## src/core/fbd_regs.svh

```systemverilog
// bit positions, reset values and timing counts of the command and state words
`ifndef FBD_REGS_SVH
`define FBD_REGS_SVH
`define FBD_CW_ON 0
`define FBD_CW_COAST_N 1
`define FBD_CW_QSTOP_N 2
`define FBD_CW_START 3
`define FBD_CW_RAMP_ZERO_N 4
`define FBD_CW_RAMP_HOLD_N 5
`define FBD_CW_SETP_EN 6
`define FBD_CW_FAULT_ACK 7
`define FBD_CW_JOG1 8
`define FBD_CW_JOG2 9
`define FBD_CW_FB_EN 10
`define FBD_CW_ALIVE 11
`define FBD_SC_RUN 0
`define FBD_SC_DIR 1
`define FBD_SC_FRST 2
`define FBD_SW_RDY_ON 0
`define FBD_SW_RDY_RUN 1
`define FBD_SW_RUNNING 2
`define FBD_SW_FAULT 3
`define FBD_SW_COAST_N 4
`define FBD_SW_QSTOP_N 5
`define FBD_SW_INHIBIT 6
`define FBD_SW_WARN 7
`define FBD_SW_AT_REF 8
`define FBD_SW_FB_ACT 9
`define FBD_SW_ABOVE 10
`define FBD_SW_ECHO 15
`define FBD_WORD_RESET 16'h0000
// one timeout unit is 1 ms
`define FBD_TICK_NS 1000000
`define FBD_CLK_NS 10
`define FBD_TICK_CYCLES (`FBD_TICK_NS / `FBD_CLK_NS)
`endif

```

## src/core/fbd_pkg.sv

```systemverilog
// types shared by the fieldbus command/status block
package fbd_pkg;
  typedef enum logic [1:0] {
    FBD_SEL_NONE,
    FBD_SEL_JOG1,
    FBD_SEL_JOG2
  } fbd_jog_type;
endpackage

```

## src/core/fbd_alive_watch.sv

```systemverilog
// alive pulse watchdog counting the time since the last toggle
`timescale 1ns/100ps
`include "fbd_regs.svh"
module fbd_alive_watch #(
  parameter int TICK_CYCLES = `FBD_TICK_CYCLES
) (
  input wire logic sys_clk,
  input wire logic rst,
  input wire logic ce,
  input wire logic alive_bit,
  input wire logic [15:0] alive_pulse_timeout_setting,
  output logic timeout
);
  logic alive_last_reg;
  logic [31:0] tick_cnt_reg;
  logic [15:0] ms_cnt_reg;
  logic toggled;
  logic disabled;

  assign toggled = alive_bit != alive_last_reg;
  assign disabled = alive_pulse_timeout_setting == 16'h0000;

  always_ff @(posedge sys_clk) begin
    if (rst)
      alive_last_reg <= 1'b0;
    else if (ce)
      alive_last_reg <= alive_bit;
  end

  // a toggle restarts the window; setting zero holds it idle
  always_ff @(posedge sys_clk) begin
    if (rst) begin
      tick_cnt_reg <= 32'h0000_0000;
      ms_cnt_reg <= 16'h0000;
    end else if (ce) begin
      if (toggled || disabled) begin
        tick_cnt_reg <= 32'h0000_0000;
        ms_cnt_reg <= 16'h0000;
      end else if (tick_cnt_reg == 32'(TICK_CYCLES - 1)) begin
        tick_cnt_reg <= 32'h0000_0000;
        if (ms_cnt_reg != 16'hffff)
          ms_cnt_reg <= ms_cnt_reg + 16'h0001;
      end else begin
        tick_cnt_reg <= tick_cnt_reg + 32'h0000_0001;
      end
    end
  end

  always_ff @(posedge sys_clk) begin
    if (rst)
      timeout <= 1'b0;
    else if (ce)
      timeout <= !disabled &&
        ms_cnt_reg >= alive_pulse_timeout_setting;
  end
endmodule

```

## src/core/fbd_speed_cmp.sv

```systemverilog
// speed comparisons for at-reference and above-limit flags
`timescale 1ns/100ps
module fbd_speed_cmp (
  input wire logic sys_clk,
  input wire logic rst,
  input wire logic ce,
  input wire logic signed [15:0] speed_actual,
  input wire logic signed [15:0] speed_reference,
  input wire logic [15:0] speed_tolerance,
  input wire logic [15:0] upper_speed_threshold,
  output logic at_reference,
  output logic above_limit
);
  logic [16:0] err_mag;
  logic [15:0] act_mag;
  logic signed [16:0] diff;

  assign diff = 17'(speed_actual) - 17'(speed_reference);
  assign err_mag = diff[16] ? 17'(-diff) : 17'(diff);
  // magnitude so that either direction counts against the limit
  assign act_mag = speed_actual[15] ? 16'(-speed_actual) : speed_actual;

  always_ff @(posedge sys_clk) begin
    if (rst) begin
      at_reference <= 1'b0;
      above_limit <= 1'b0;
    end else if (ce) begin
      at_reference <= err_mag <= {1'b0, speed_tolerance};
      above_limit <= act_mag > upper_speed_threshold;
    end
  end
endmodule

```

## src/core/fbd_cmd_status.sv

```systemverilog
// fieldbus command word decoder and state word builder
`timescale 1ns/100ps
`include "fbd_regs.svh"
module fbd_cmd_status #(
  parameter int TICK_CYCLES = `FBD_TICK_CYCLES
) (
  input wire logic sys_clk,
  input wire logic rst,
  input wire logic ce,
  input wire logic [15:0] fieldbus_command_word,
  input wire logic [15:0] simple_command_word,
  input wire logic simple_mode,
  input wire logic fieldbus_place,
  input wire logic aux_jog_enable,
  input wire logic io_jog_enable,
  input wire logic terminal_control,
  input wire logic [15:0] alive_pulse_timeout_setting,
  input wire logic powered_ready,
  input wire logic modulating,
  input wire logic flux_ready,
  input wire logic brake_feedback_used,
  input wire logic brake_open,
  input wire logic warning_in,
  input wire logic fault_in,
  input wire logic at_zero_speed,
  input wire logic signed [15:0] speed_actual,
  input wire logic signed [15:0] speed_reference,
  input wire logic [15:0] speed_tolerance,
  input wire logic [15:0] upper_speed_threshold,
  output logic [15:0] fieldbus_state_word,
  output logic run_request,
  output logic direction_ccw,
  output logic coast_stop,
  output logic quick_stop,
  output logic fault_reset,
  output logic jog1_active,
  output logic jog2_active,
  output logic fault_active,
  output logic alive_fault
);
  logic [15:0] cw;
  logic fb_en;
  logic fb_en_last_reg;
  logic frst_last_reg;
  logic ack_last_reg;
  logic fault_reg;
  logic inhibit_reg;
  logic released_reg;
  logic on_last_reg;
  logic jog_ok;
  logic timeout;
  logic at_reference;
  logic above_limit;
  logic running_ok;
  logic ready_on;
  logic ready_run;
  fbd_pkg::fbd_jog_type jog_sel_reg;
  fbd_pkg::fbd_jog_type jog_next;

  function automatic logic cw_bit(input logic [15:0] w, input int pos);
    cw_bit = w[pos[3:0]];
  endfunction

  assign cw = fieldbus_command_word;
  assign fb_en = cw_bit(cw, `FBD_CW_FB_EN) && !simple_mode;

  // a short tick lets a bench reach the timeout in a few cycles
  fbd_alive_watch #(.TICK_CYCLES(TICK_CYCLES)) u_alive (
    .sys_clk(sys_clk),
    .rst(rst),
    .ce(ce),
    .alive_bit(cw_bit(cw, `FBD_CW_ALIVE)),
    .alive_pulse_timeout_setting(alive_pulse_timeout_setting),
    .timeout(timeout)
  );

  fbd_speed_cmp u_speed (
    .sys_clk(sys_clk),
    .rst(rst),
    .ce(ce),
    .speed_actual(speed_actual),
    .speed_reference(speed_reference),
    .speed_tolerance(speed_tolerance),
    .upper_speed_threshold(upper_speed_threshold),
    .at_reference(at_reference),
    .above_limit(above_limit)
  );

  assign alive_fault = timeout;
  assign running_ok = modulating && flux_ready &&
    (!brake_feedback_used || brake_open);

  // jog enable source depends on control place
  assign jog_ok = terminal_control ? io_jog_enable : aux_jog_enable;

  always_comb begin
    jog_next = jog_sel_reg;
    if (!fb_en || !jog_ok || !cw_bit(cw, `FBD_CW_START) ||
        cw_bit(cw, `FBD_CW_RAMP_ZERO_N) || cw_bit(cw, `FBD_CW_RAMP_HOLD_N) ||
        cw_bit(cw, `FBD_CW_SETP_EN)) begin
      jog_next = fbd_pkg::FBD_SEL_NONE;
    end else if (cw_bit(cw, `FBD_CW_JOG1) && cw_bit(cw, `FBD_CW_JOG2)) begin
      // both jogs together means stop
      jog_next = fbd_pkg::FBD_SEL_NONE;
    end else if (jog_sel_reg == fbd_pkg::FBD_SEL_NONE) begin
      if (at_zero_speed && cw_bit(cw, `FBD_CW_JOG1))
        jog_next = fbd_pkg::FBD_SEL_JOG1;
      else if (at_zero_speed && cw_bit(cw, `FBD_CW_JOG2))
        jog_next = fbd_pkg::FBD_SEL_JOG2;
    end else if (!cw_bit(cw, `FBD_CW_JOG1) && !cw_bit(cw, `FBD_CW_JOG2)) begin
      jog_next = fbd_pkg::FBD_SEL_NONE;
    end
  end

  always_ff @(posedge sys_clk) begin
    if (rst)
      jog_sel_reg <= fbd_pkg::FBD_SEL_NONE;
    else if (ce)
      jog_sel_reg <= jog_next;
  end

  always_ff @(posedge sys_clk) begin
    if (rst) begin
      jog1_active <= 1'b0;
      jog2_active <= 1'b0;
    end else if (ce) begin
      jog1_active <= jog_next == fbd_pkg::FBD_SEL_JOG1;
      jog2_active <= jog_next == fbd_pkg::FBD_SEL_JOG2;
    end
  end

  // edge memories for enable drop, reset edges and the ON edge
  always_ff @(posedge sys_clk) begin
    if (rst) begin
      fb_en_last_reg <= 1'b0;
      frst_last_reg <= 1'b0;
      ack_last_reg <= 1'b0;
      on_last_reg <= 1'b0;
    end else if (ce) begin
      fb_en_last_reg <= fb_en;
      frst_last_reg <= simple_command_word[`FBD_SC_FRST];
      ack_last_reg <= cw_bit(cw, `FBD_CW_FAULT_ACK);
      on_last_reg <= cw_bit(cw, `FBD_CW_ON);
    end
  end

  // a new fault wins over a reset edge in the same cycle
  always_ff @(posedge sys_clk) begin
    if (rst)
      fault_reg <= 1'b0;
    else if (ce) begin
      if (fault_in || timeout)
        fault_reg <= 1'b1;
      else if (fault_reset)
        fault_reg <= 1'b0;
    end
  end

  always_ff @(posedge sys_clk) begin
    if (rst)
      fault_reset <= 1'b0;
    else if (ce) begin
      if (simple_mode)
        fault_reset <= simple_command_word[`FBD_SC_FRST] &&
          !frst_last_reg;
      else
        fault_reset <= fb_en && cw_bit(cw, `FBD_CW_FAULT_ACK) &&
          !ack_last_reg;
    end
  end

  // inhibit: releases, then OFF, then ON; stops or fault re-arm it
  always_ff @(posedge sys_clk) begin
    if (rst) begin
      inhibit_reg <= 1'b1;
      released_reg <= 1'b0;
    end else if (ce) begin
      if (fault_reg || (fb_en && (!cw_bit(cw, `FBD_CW_COAST_N) ||
          !cw_bit(cw, `FBD_CW_QSTOP_N)))) begin
        inhibit_reg <= 1'b1;
        released_reg <= 1'b0;
      end else if (fb_en && !cw_bit(cw, `FBD_CW_ON)) begin
        released_reg <= 1'b1;
      end else if (fb_en && released_reg && cw_bit(cw, `FBD_CW_ON) &&
          !on_last_reg) begin
        inhibit_reg <= 1'b0;
      end
    end
  end

  always_ff @(posedge sys_clk) begin
    if (rst) begin
      run_request <= 1'b0;
      direction_ccw <= 1'b0;
      coast_stop <= 1'b0;
      quick_stop <= 1'b0;
    end else if (ce) begin
      if (simple_mode) begin
        // bits 3 to 15 of the simple word are never looked at
        run_request <= simple_command_word[`FBD_SC_RUN];
        direction_ccw <= simple_command_word[`FBD_SC_DIR];
        coast_stop <= 1'b0;
        quick_stop <= 1'b0;
      end else if (fb_en) begin
        run_request <= cw_bit(cw, `FBD_CW_START) && !inhibit_reg &&
          cw_bit(cw, `FBD_CW_ON);
        direction_ccw <= 1'b0;
        coast_stop <= !cw_bit(cw, `FBD_CW_COAST_N);
        quick_stop <= !cw_bit(cw, `FBD_CW_QSTOP_N);
      end else begin
        run_request <= 1'b0;
        // enable lost while running forces a coast
        coast_stop <= fb_en_last_reg && modulating;
        quick_stop <= 1'b0;
      end
    end
  end

  assign fault_active = fault_reg;
  assign ready_on = powered_ready && !fault_reg && !inhibit_reg;
  assign ready_run = ready_on && cw_bit(cw, `FBD_CW_ON) && fb_en;

  always_ff @(posedge sys_clk) begin
    if (rst)
      fieldbus_state_word <= `FBD_WORD_RESET;
    else if (ce) begin
      fieldbus_state_word <= `FBD_WORD_RESET;
      fieldbus_state_word[`FBD_SW_RDY_ON] <= ready_on;
      fieldbus_state_word[`FBD_SW_RDY_RUN] <= ready_run;
      fieldbus_state_word[`FBD_SW_RUNNING] <= running_ok;
      fieldbus_state_word[`FBD_SW_FAULT] <= fault_reg;
      fieldbus_state_word[`FBD_SW_COAST_N] <= !coast_stop;
      fieldbus_state_word[`FBD_SW_QSTOP_N] <= !quick_stop;
      fieldbus_state_word[`FBD_SW_INHIBIT] <= inhibit_reg;
      fieldbus_state_word[`FBD_SW_WARN] <= warning_in;
      fieldbus_state_word[`FBD_SW_AT_REF] <= at_reference;
      fieldbus_state_word[`FBD_SW_FB_ACT] <= fb_en && fieldbus_place;
      fieldbus_state_word[`FBD_SW_ABOVE] <= above_limit;
      fieldbus_state_word[`FBD_SW_ECHO] <= cw_bit(cw, `FBD_CW_ALIVE);
    end
  end
endmodule

```

## config.mk

```make
export PLATFORM = sky130hd
export DESIGN_NAME = fbd_cmd_status
export DESIGN_NICKNAME = d
export VERILOG_FILES = /design/src/core/fbd_pkg.sv /design/src/core/fbd_alive_watch.sv /design/src/core/fbd_speed_cmp.sv /design/src/core/fbd_cmd_status.sv
export VERILOG_INCLUDE_DIRS = /design/src /design/src/core
export SDC_FILE = /design/constraint.sdc
export NUM_CORES = 1
export LEC_CHECK = 0
export BUFFER_PORTS_ARGS = -buffer_cell sky130_fd_sc_hd__buf_2
export CAP_MARGIN = 20
export CORE_MARGIN = 10
export CORE_UTILIZATION = 37
export CTS_BUF_LIST = sky130_fd_sc_hd__clkbuf_16
export CTS_CLUSTER_DIAMETER = 50
export DETAILED_ROUTE_END_ITERATION = 12
export GPL_TIMING_DRIVEN = 0
export PLACE_DENSITY = 0.59
export SYNTH_ARGS = -nofsm -noshare
export SYNTH_HDL_FRONTEND = slang
export SYNTH_SLANG_ARGS = --single-unit
export TNS_END_PERCENT = 1
```

## constraint.sdc

```tcl
create_clock -name sys_clk -period 5.3 [get_ports sys_clk]
set_clock_uncertainty 0.05 [all_clocks]
set_input_delay 1.06 -clock sys_clk [delete_from_list [all_inputs] [get_ports sys_clk]]
set_output_delay 1.06 -clock sys_clk [all_outputs]
set_load 0.01 [all_outputs]
```

=== Word-level counts from Yosys, hierarchy flattened ===
Cells that the tools add are included.

* Flip-flop bits (word level): 80
* Logic and storage cells: 131
* Input bits: 128
* Output and inout port bits: 25

* Equality and inequality tests: 6
* Reductions and logical operators: 65
* Add/sub/neg operators: 5
* Order comparisons: 3
* Muxes and demuxes: 30

{| class="wikitable"
|+ Operators by type and width
! kind !! count
|-
| 16-bit 2-to-1 mux || 4
|-
| 32-bit 2-to-1 mux || 2
|-
| 32-bit by 1-bit adder with 32-bit output, second input constant || 1
|-
| 32-bit by 17-bit == test with 1-bit output, second input constant || 1
|-
| 1-bit logical AND || 24
|-
| 1-bit logical NOT || 18
|-
| 17-bit by 16-bit <= comparator with 1-bit output || 1
|-
| 1-bit 2-to-1 mux || 17
|-
| 17-bit 2-to-1 mux || 1
|-
| 17-bit negator || 1
|-
| 16-bit by 16-bit subtractor with 17-bit output || 1
|-
| 16-bit by 1-bit adder with 16-bit output, second input constant || 1
|-
| 16-bit >= comparator || 1
|-
| 16-bit greater-than comparator || 1
|-
| 16-bit logical NOT || 1
|-
| 16-bit inequality test, second input constant || 1
|-
| 16-bit negator || 1
|-
| 2-bit 2-to-1 mux || 6
|-
| 2-bit nonzero test || 6
|-
| 1-bit logical OR || 10
|-
| 2-bit AND reduction || 3
|-
| 3-bit AND reduction || 2
|-
| 2-bit by 1-bit == test with 1-bit output, second input constant || 1
|-
| 2-bit == test, second input constant || 1
|-
| other kinds (3) || 3
|}

=== Logic depth before layout (Yosys ltp) ===
* Depth in word-level cells: 10
* Mapped depth: 21
* Mapped depth without buffers: 20

=== By module ===
From an unflattened synthesis, not the netlist that was laid out.

* Cells, all modules: 850
* Area, all modules: 6658.9 µm²

{| class="wikitable"
|+ By module, submodules not included
! module !! area each (µm²) !! seq. area each (µm²) !! cells an instance !! instances
|-
| fbd_alive_watch || 2861.5 || 1001.0 || 354 || 1
|-
| fbd_speed_cmp || 2596.2 || 40.0 || 366 || 1
|-
| fbd_cmd_status || 1201.2 || 560.5 || 130 || 1
|}

=== Least setup slack after synthesis ===
No wires, ideal clock.

* Path type: input-to-reg
* From: input port speed_actual[0]
* To: register u_speed.at_reference
* Data arrival time: 4.777 ns
* Stages: 21
* Data required time: 5.176 ns
* Path slack: 0.399 ns
* Cells stage by stage: inv_1 ha_1 fa_1 nand2b_1 a21oi_1 o2111ai_1 nand3_1 and4_1 a2bb2oi_2 buf_2 nor2_1 xnor2_1 ha_1 a21o_1 a21o_1 a211oi_1 o21ai_0 a21oi_1 a31oi_1 a211o_1 a31oi_1

* Longest elaborated chain between the ends: 4

{| class="wikitable"
|+ RTL lines
! what !! line !! source
|-
| from (decl) || fbd_cmd_status.sv:26 || <nowiki>input wire logic signed [15:0] speed_actual,</nowiki>
|-
| 16-bit by 16-bit subtractor with 17-bit output * || fbd_speed_cmp.sv:18 || <nowiki>assign diff = 17'(speed_actual) - 17'(speed_reference);</nowiki>
|-
| 17-bit negator || fbd_speed_cmp.sv:19 || <nowiki>assign err_mag = diff[16] ? 17'(-diff) : 17'(diff);</nowiki>
|-
| 17-bit 2-to-1 mux * || fbd_speed_cmp.sv:19 ||
|-
| 17-bit by 16-bit <= comparator with 1-bit output * || fbd_speed_cmp.sv:28 || <nowiki>at_reference <= err_mag <= {1'b0, speed_tolerance};</nowiki>
|-
| to (signal assigned) || fbd_speed_cmp.sv:28 ||
|-
| to (decl) || fbd_speed_cmp.sv:11 || <nowiki>output logic at_reference,</nowiki>
|}

Every way passes the cells marked *; elsewhere a longest branch is shown, timed or not.
A chain may end at the register's enable or synchronous reset.

=== Worst setup path after layout ===
Same ends and word-level chain as after synthesis.

==> metrics <==
first-pass GRT wire length=26800 um; Max clock buf depth=2; Post-Synthesis Cells=between 800 and 900; hold_sp=fieldbus_state_word[2]; final hold vios=0; clock tree sinks=79; Hold-fix buffers, CTS=0; share of the synthesized area in the top cell type=0.255; outcome=complete, no violations; critical path arrival=5.22 ns; Root Buffer=clkbuf_16; drt drc=0; Final Max Tran Viols=0; PwrDens=around 230 mW/mm^2; RSZ-0062 raised after global routing=no; Layout Area Growth over Synthesis=20.9%; H-tree level count=3; fin crit period=5.01 ns; initial antenna violation count=0; initial detailed-routing violation count=212; Post-synth EDFFs=0; PortBufs=130; Cell variety after synth=63; Initial Util=0.376; Largest register FFs=32; TritonCTS Buffers=9; synthesized flop and latch total=79; Worst Max-Slew Pin Slew=between 0.7 and 0.8 ns; top cells by area, synth=dfxtp_1 25%, ha_1 14%, xnor2_1 7.9%; CTS tree=done; commonest non-fill, non-tap cells in the layout=136 x buf_2, 102 x nor2_1, 82 x inv_1; Ys Warns=0; Max IR drop VDD=0.174 mV; DR vias=5803; die width=150 um; Total Wirelength=16200 um; # setup viols final=0; die area=around 0.022 mm^2; DR WL/cell=approximately 14 um; CP Max Fanout=10; dpl cell area=0.00715 mm^2; via-per-instance ratio=between 4 and 5; largest net degree at the start of global routing=15; die height=150 um; Slew Limit Headroom=0.468; worst skew pair latency=0.34 ns; core footprint=0.0165 mm^2; Max-Cap Viols=0; # nets final=1144; gr usage total=0.143; synthesized area per cell=7.76 um^2; reg2reg start=u_alive.tick_cnt_reg[0]; clock slew at reported path FFs=about 0.060 ns; Reg area=0.00158 mm^2; boundary pin count=153; startpoint types=input port; CP required=~5.5 ns; GP Congestion=roughly 0.87; setup_tns=0 ns; overall power=0.00176 W; Top FF cell, synth=dfxtp_1; sequential share of the synthesized area=0.255; commonest non-fill, non-tap cell in the layout=buf_2; ANT nets after route=0; crit end category=flip-flop; Fill cells=1712; Max Clk Rate=200 MHz; Yosys top cell by area=dfxtp_1; DRT Pass-1 Iters=4; DPL Wire Length=between 10000 and 15000 um; share of cells above drive strength 1=0.191; Static Leak=between 3 and 4 nW; grt ovf=0; vias in the first global route=5651; Row Count=47; area of the multi-input gates=0.00423 mm^2; Antenna Cells=0; Final Cell Area=between 0.007 and 0.008 mm^2; crit path kind=in2reg; post-synthesis instance area=slightly above 0.006 mm^2; worst hold-check path type=reg2reg; async set-reset flop share out of synthesis=0; crit path from=speed_actual[0]; fin crit share=0.945
## critical path, cell delays in order
cell	delay, ns
buf_2	0.10
inv_1	0.07
ha_1	0.22
fa_1	0.39
nand2b_1	0.23
a21oi_4	0.22
o2111ai_1	0.18
nand3_1	0.15
and4_1	0.27
a2bb2oi_4	0.20
clkbuf_4	0.23
nor2_1	0.07
xnor2_1	0.13
ha_1	0.30
a21o_1	0.19
a21o_1	0.17
a211oi_1	0.22
o21ai_0	0.12
a21oi_1	0.15
a31oi_1	0.09
a211o_1	0.32
a31oi_1	0.13
## layout make-up
class / count / share of cell area
clock buffer: 9 / 0.0300
inverter: 82 / 0.0410
multi-input combinational: 618 / 0.563
buffer: 25 / 0.0175
timing repair buffer: 132 / 0.0886
clock inverter: 7 / 0.0127
tap: 220 / 0.0366
sequential: 79 / 0.211
## routing by layer
metal  track usage  up-vias  part of all wire
li1              -     3093                 -
met5             0        -                 0
met1         0.194     2579              0.51
met3        0.0302       10             0.056
met4        0.0343        0            0.0089
met2         0.225      121              0.43
## synth_stat cells (all sizes together), types with 2 or more instances
| master | instances |
|---|---|
| a21oi | 50 |
| mux2i | 12 |
| nand4b | 4 |
| o21a | 6 |
| nor3 | 17 |
| nand4 | 19 |
| nor4 | 16 |
| xor2 | 19 |
| or3 | 13 |
| nor2b | 6 |
| nand3b | 2 |
| o31ai | 3 |
| nand3 | 28 |
| o41ai | 3 |
| o2111ai | 3 |
| a221oi | 2 |
| o211a | 3 |
| and4 | 5 |
| or2 | 5 |
| ha | 68 |
| o211ai | 6 |
| nor4b | 3 |
| dfxtp | 79 |
| xnor2 | 56 |
| or4 | 3 |
| a21o | 12 |
| nor2 | 103 |
| o21bai | 2 |
| o21ai | 34 |
| o22ai | 2 |
| a32oi | 3 |
| nand2b | 10 |
| inv | 82 |
| nand2 | 51 |
| a31o | 2 |
| a31oi | 9 |
| buf | 17 |
| a211oi | 5 |
| and2 | 4 |
| and3 | 11 |
| clkbuf | 8 |
| nor3b | 3 |
## logic make-up after synthesis
family / count (synthesis) / synth area share
adder cells (fa/ha/maj): 69 / 0.140
multiplexers: 13 / 0.0211
flip-flops: 79 / 0.255
AO/OA/AOI/OAI: 152 / 0.154
buffers and inverters: 107 / 0.0703
XOR/XNOR: 75 / 0.106
AND/OR/NAND/NOR: 305 / 0.253
other: 1 / 0.000604
## path summary, 6_finish.rpt
check / endpoint / slack (ns) / depth (start not counted)
setup / recovery: u_speed.at_reference / 0.29 / 22
hold / removal: fieldbus_state_word[2] / 0.41 / 2
setup reg to reg: u_alive.ms_cnt_reg[13] / 2.73 / 10
hold reg to reg: fieldbus_state_word[2] / 0.41 / 2
## repair_timing
item	4_1_cts	5_1_grt
endpoints found under the setup margin	1	1
resized for setup	1	3
buffers inserted	0	2
pin swaps	0	1
## power breakdown
part           total (W)  internal (W)  switching [W]
registers       0.000613      0.000605     0.00000739
clock network   0.000659      0.000414       0.000245
logic           0.000484      0.000218       0.000266
total            0.00176       0.00124       0.000518
## per-stage QoR
stage	util	hold WS, ns	setup slack (ns)	cells
floorplan	-	0.391	0.399	804
global placement	0.433	0.396	-0.413	1154
detailed placement	0.433	0.400	-0.391	1154
CTS	0.452	0.410	0.0635	1170
global route	0.455	0.426	0.0166	1172
finish	0.455	0.411	0.289	1172
No activity file was read; power rests on OpenSTA's default activity.
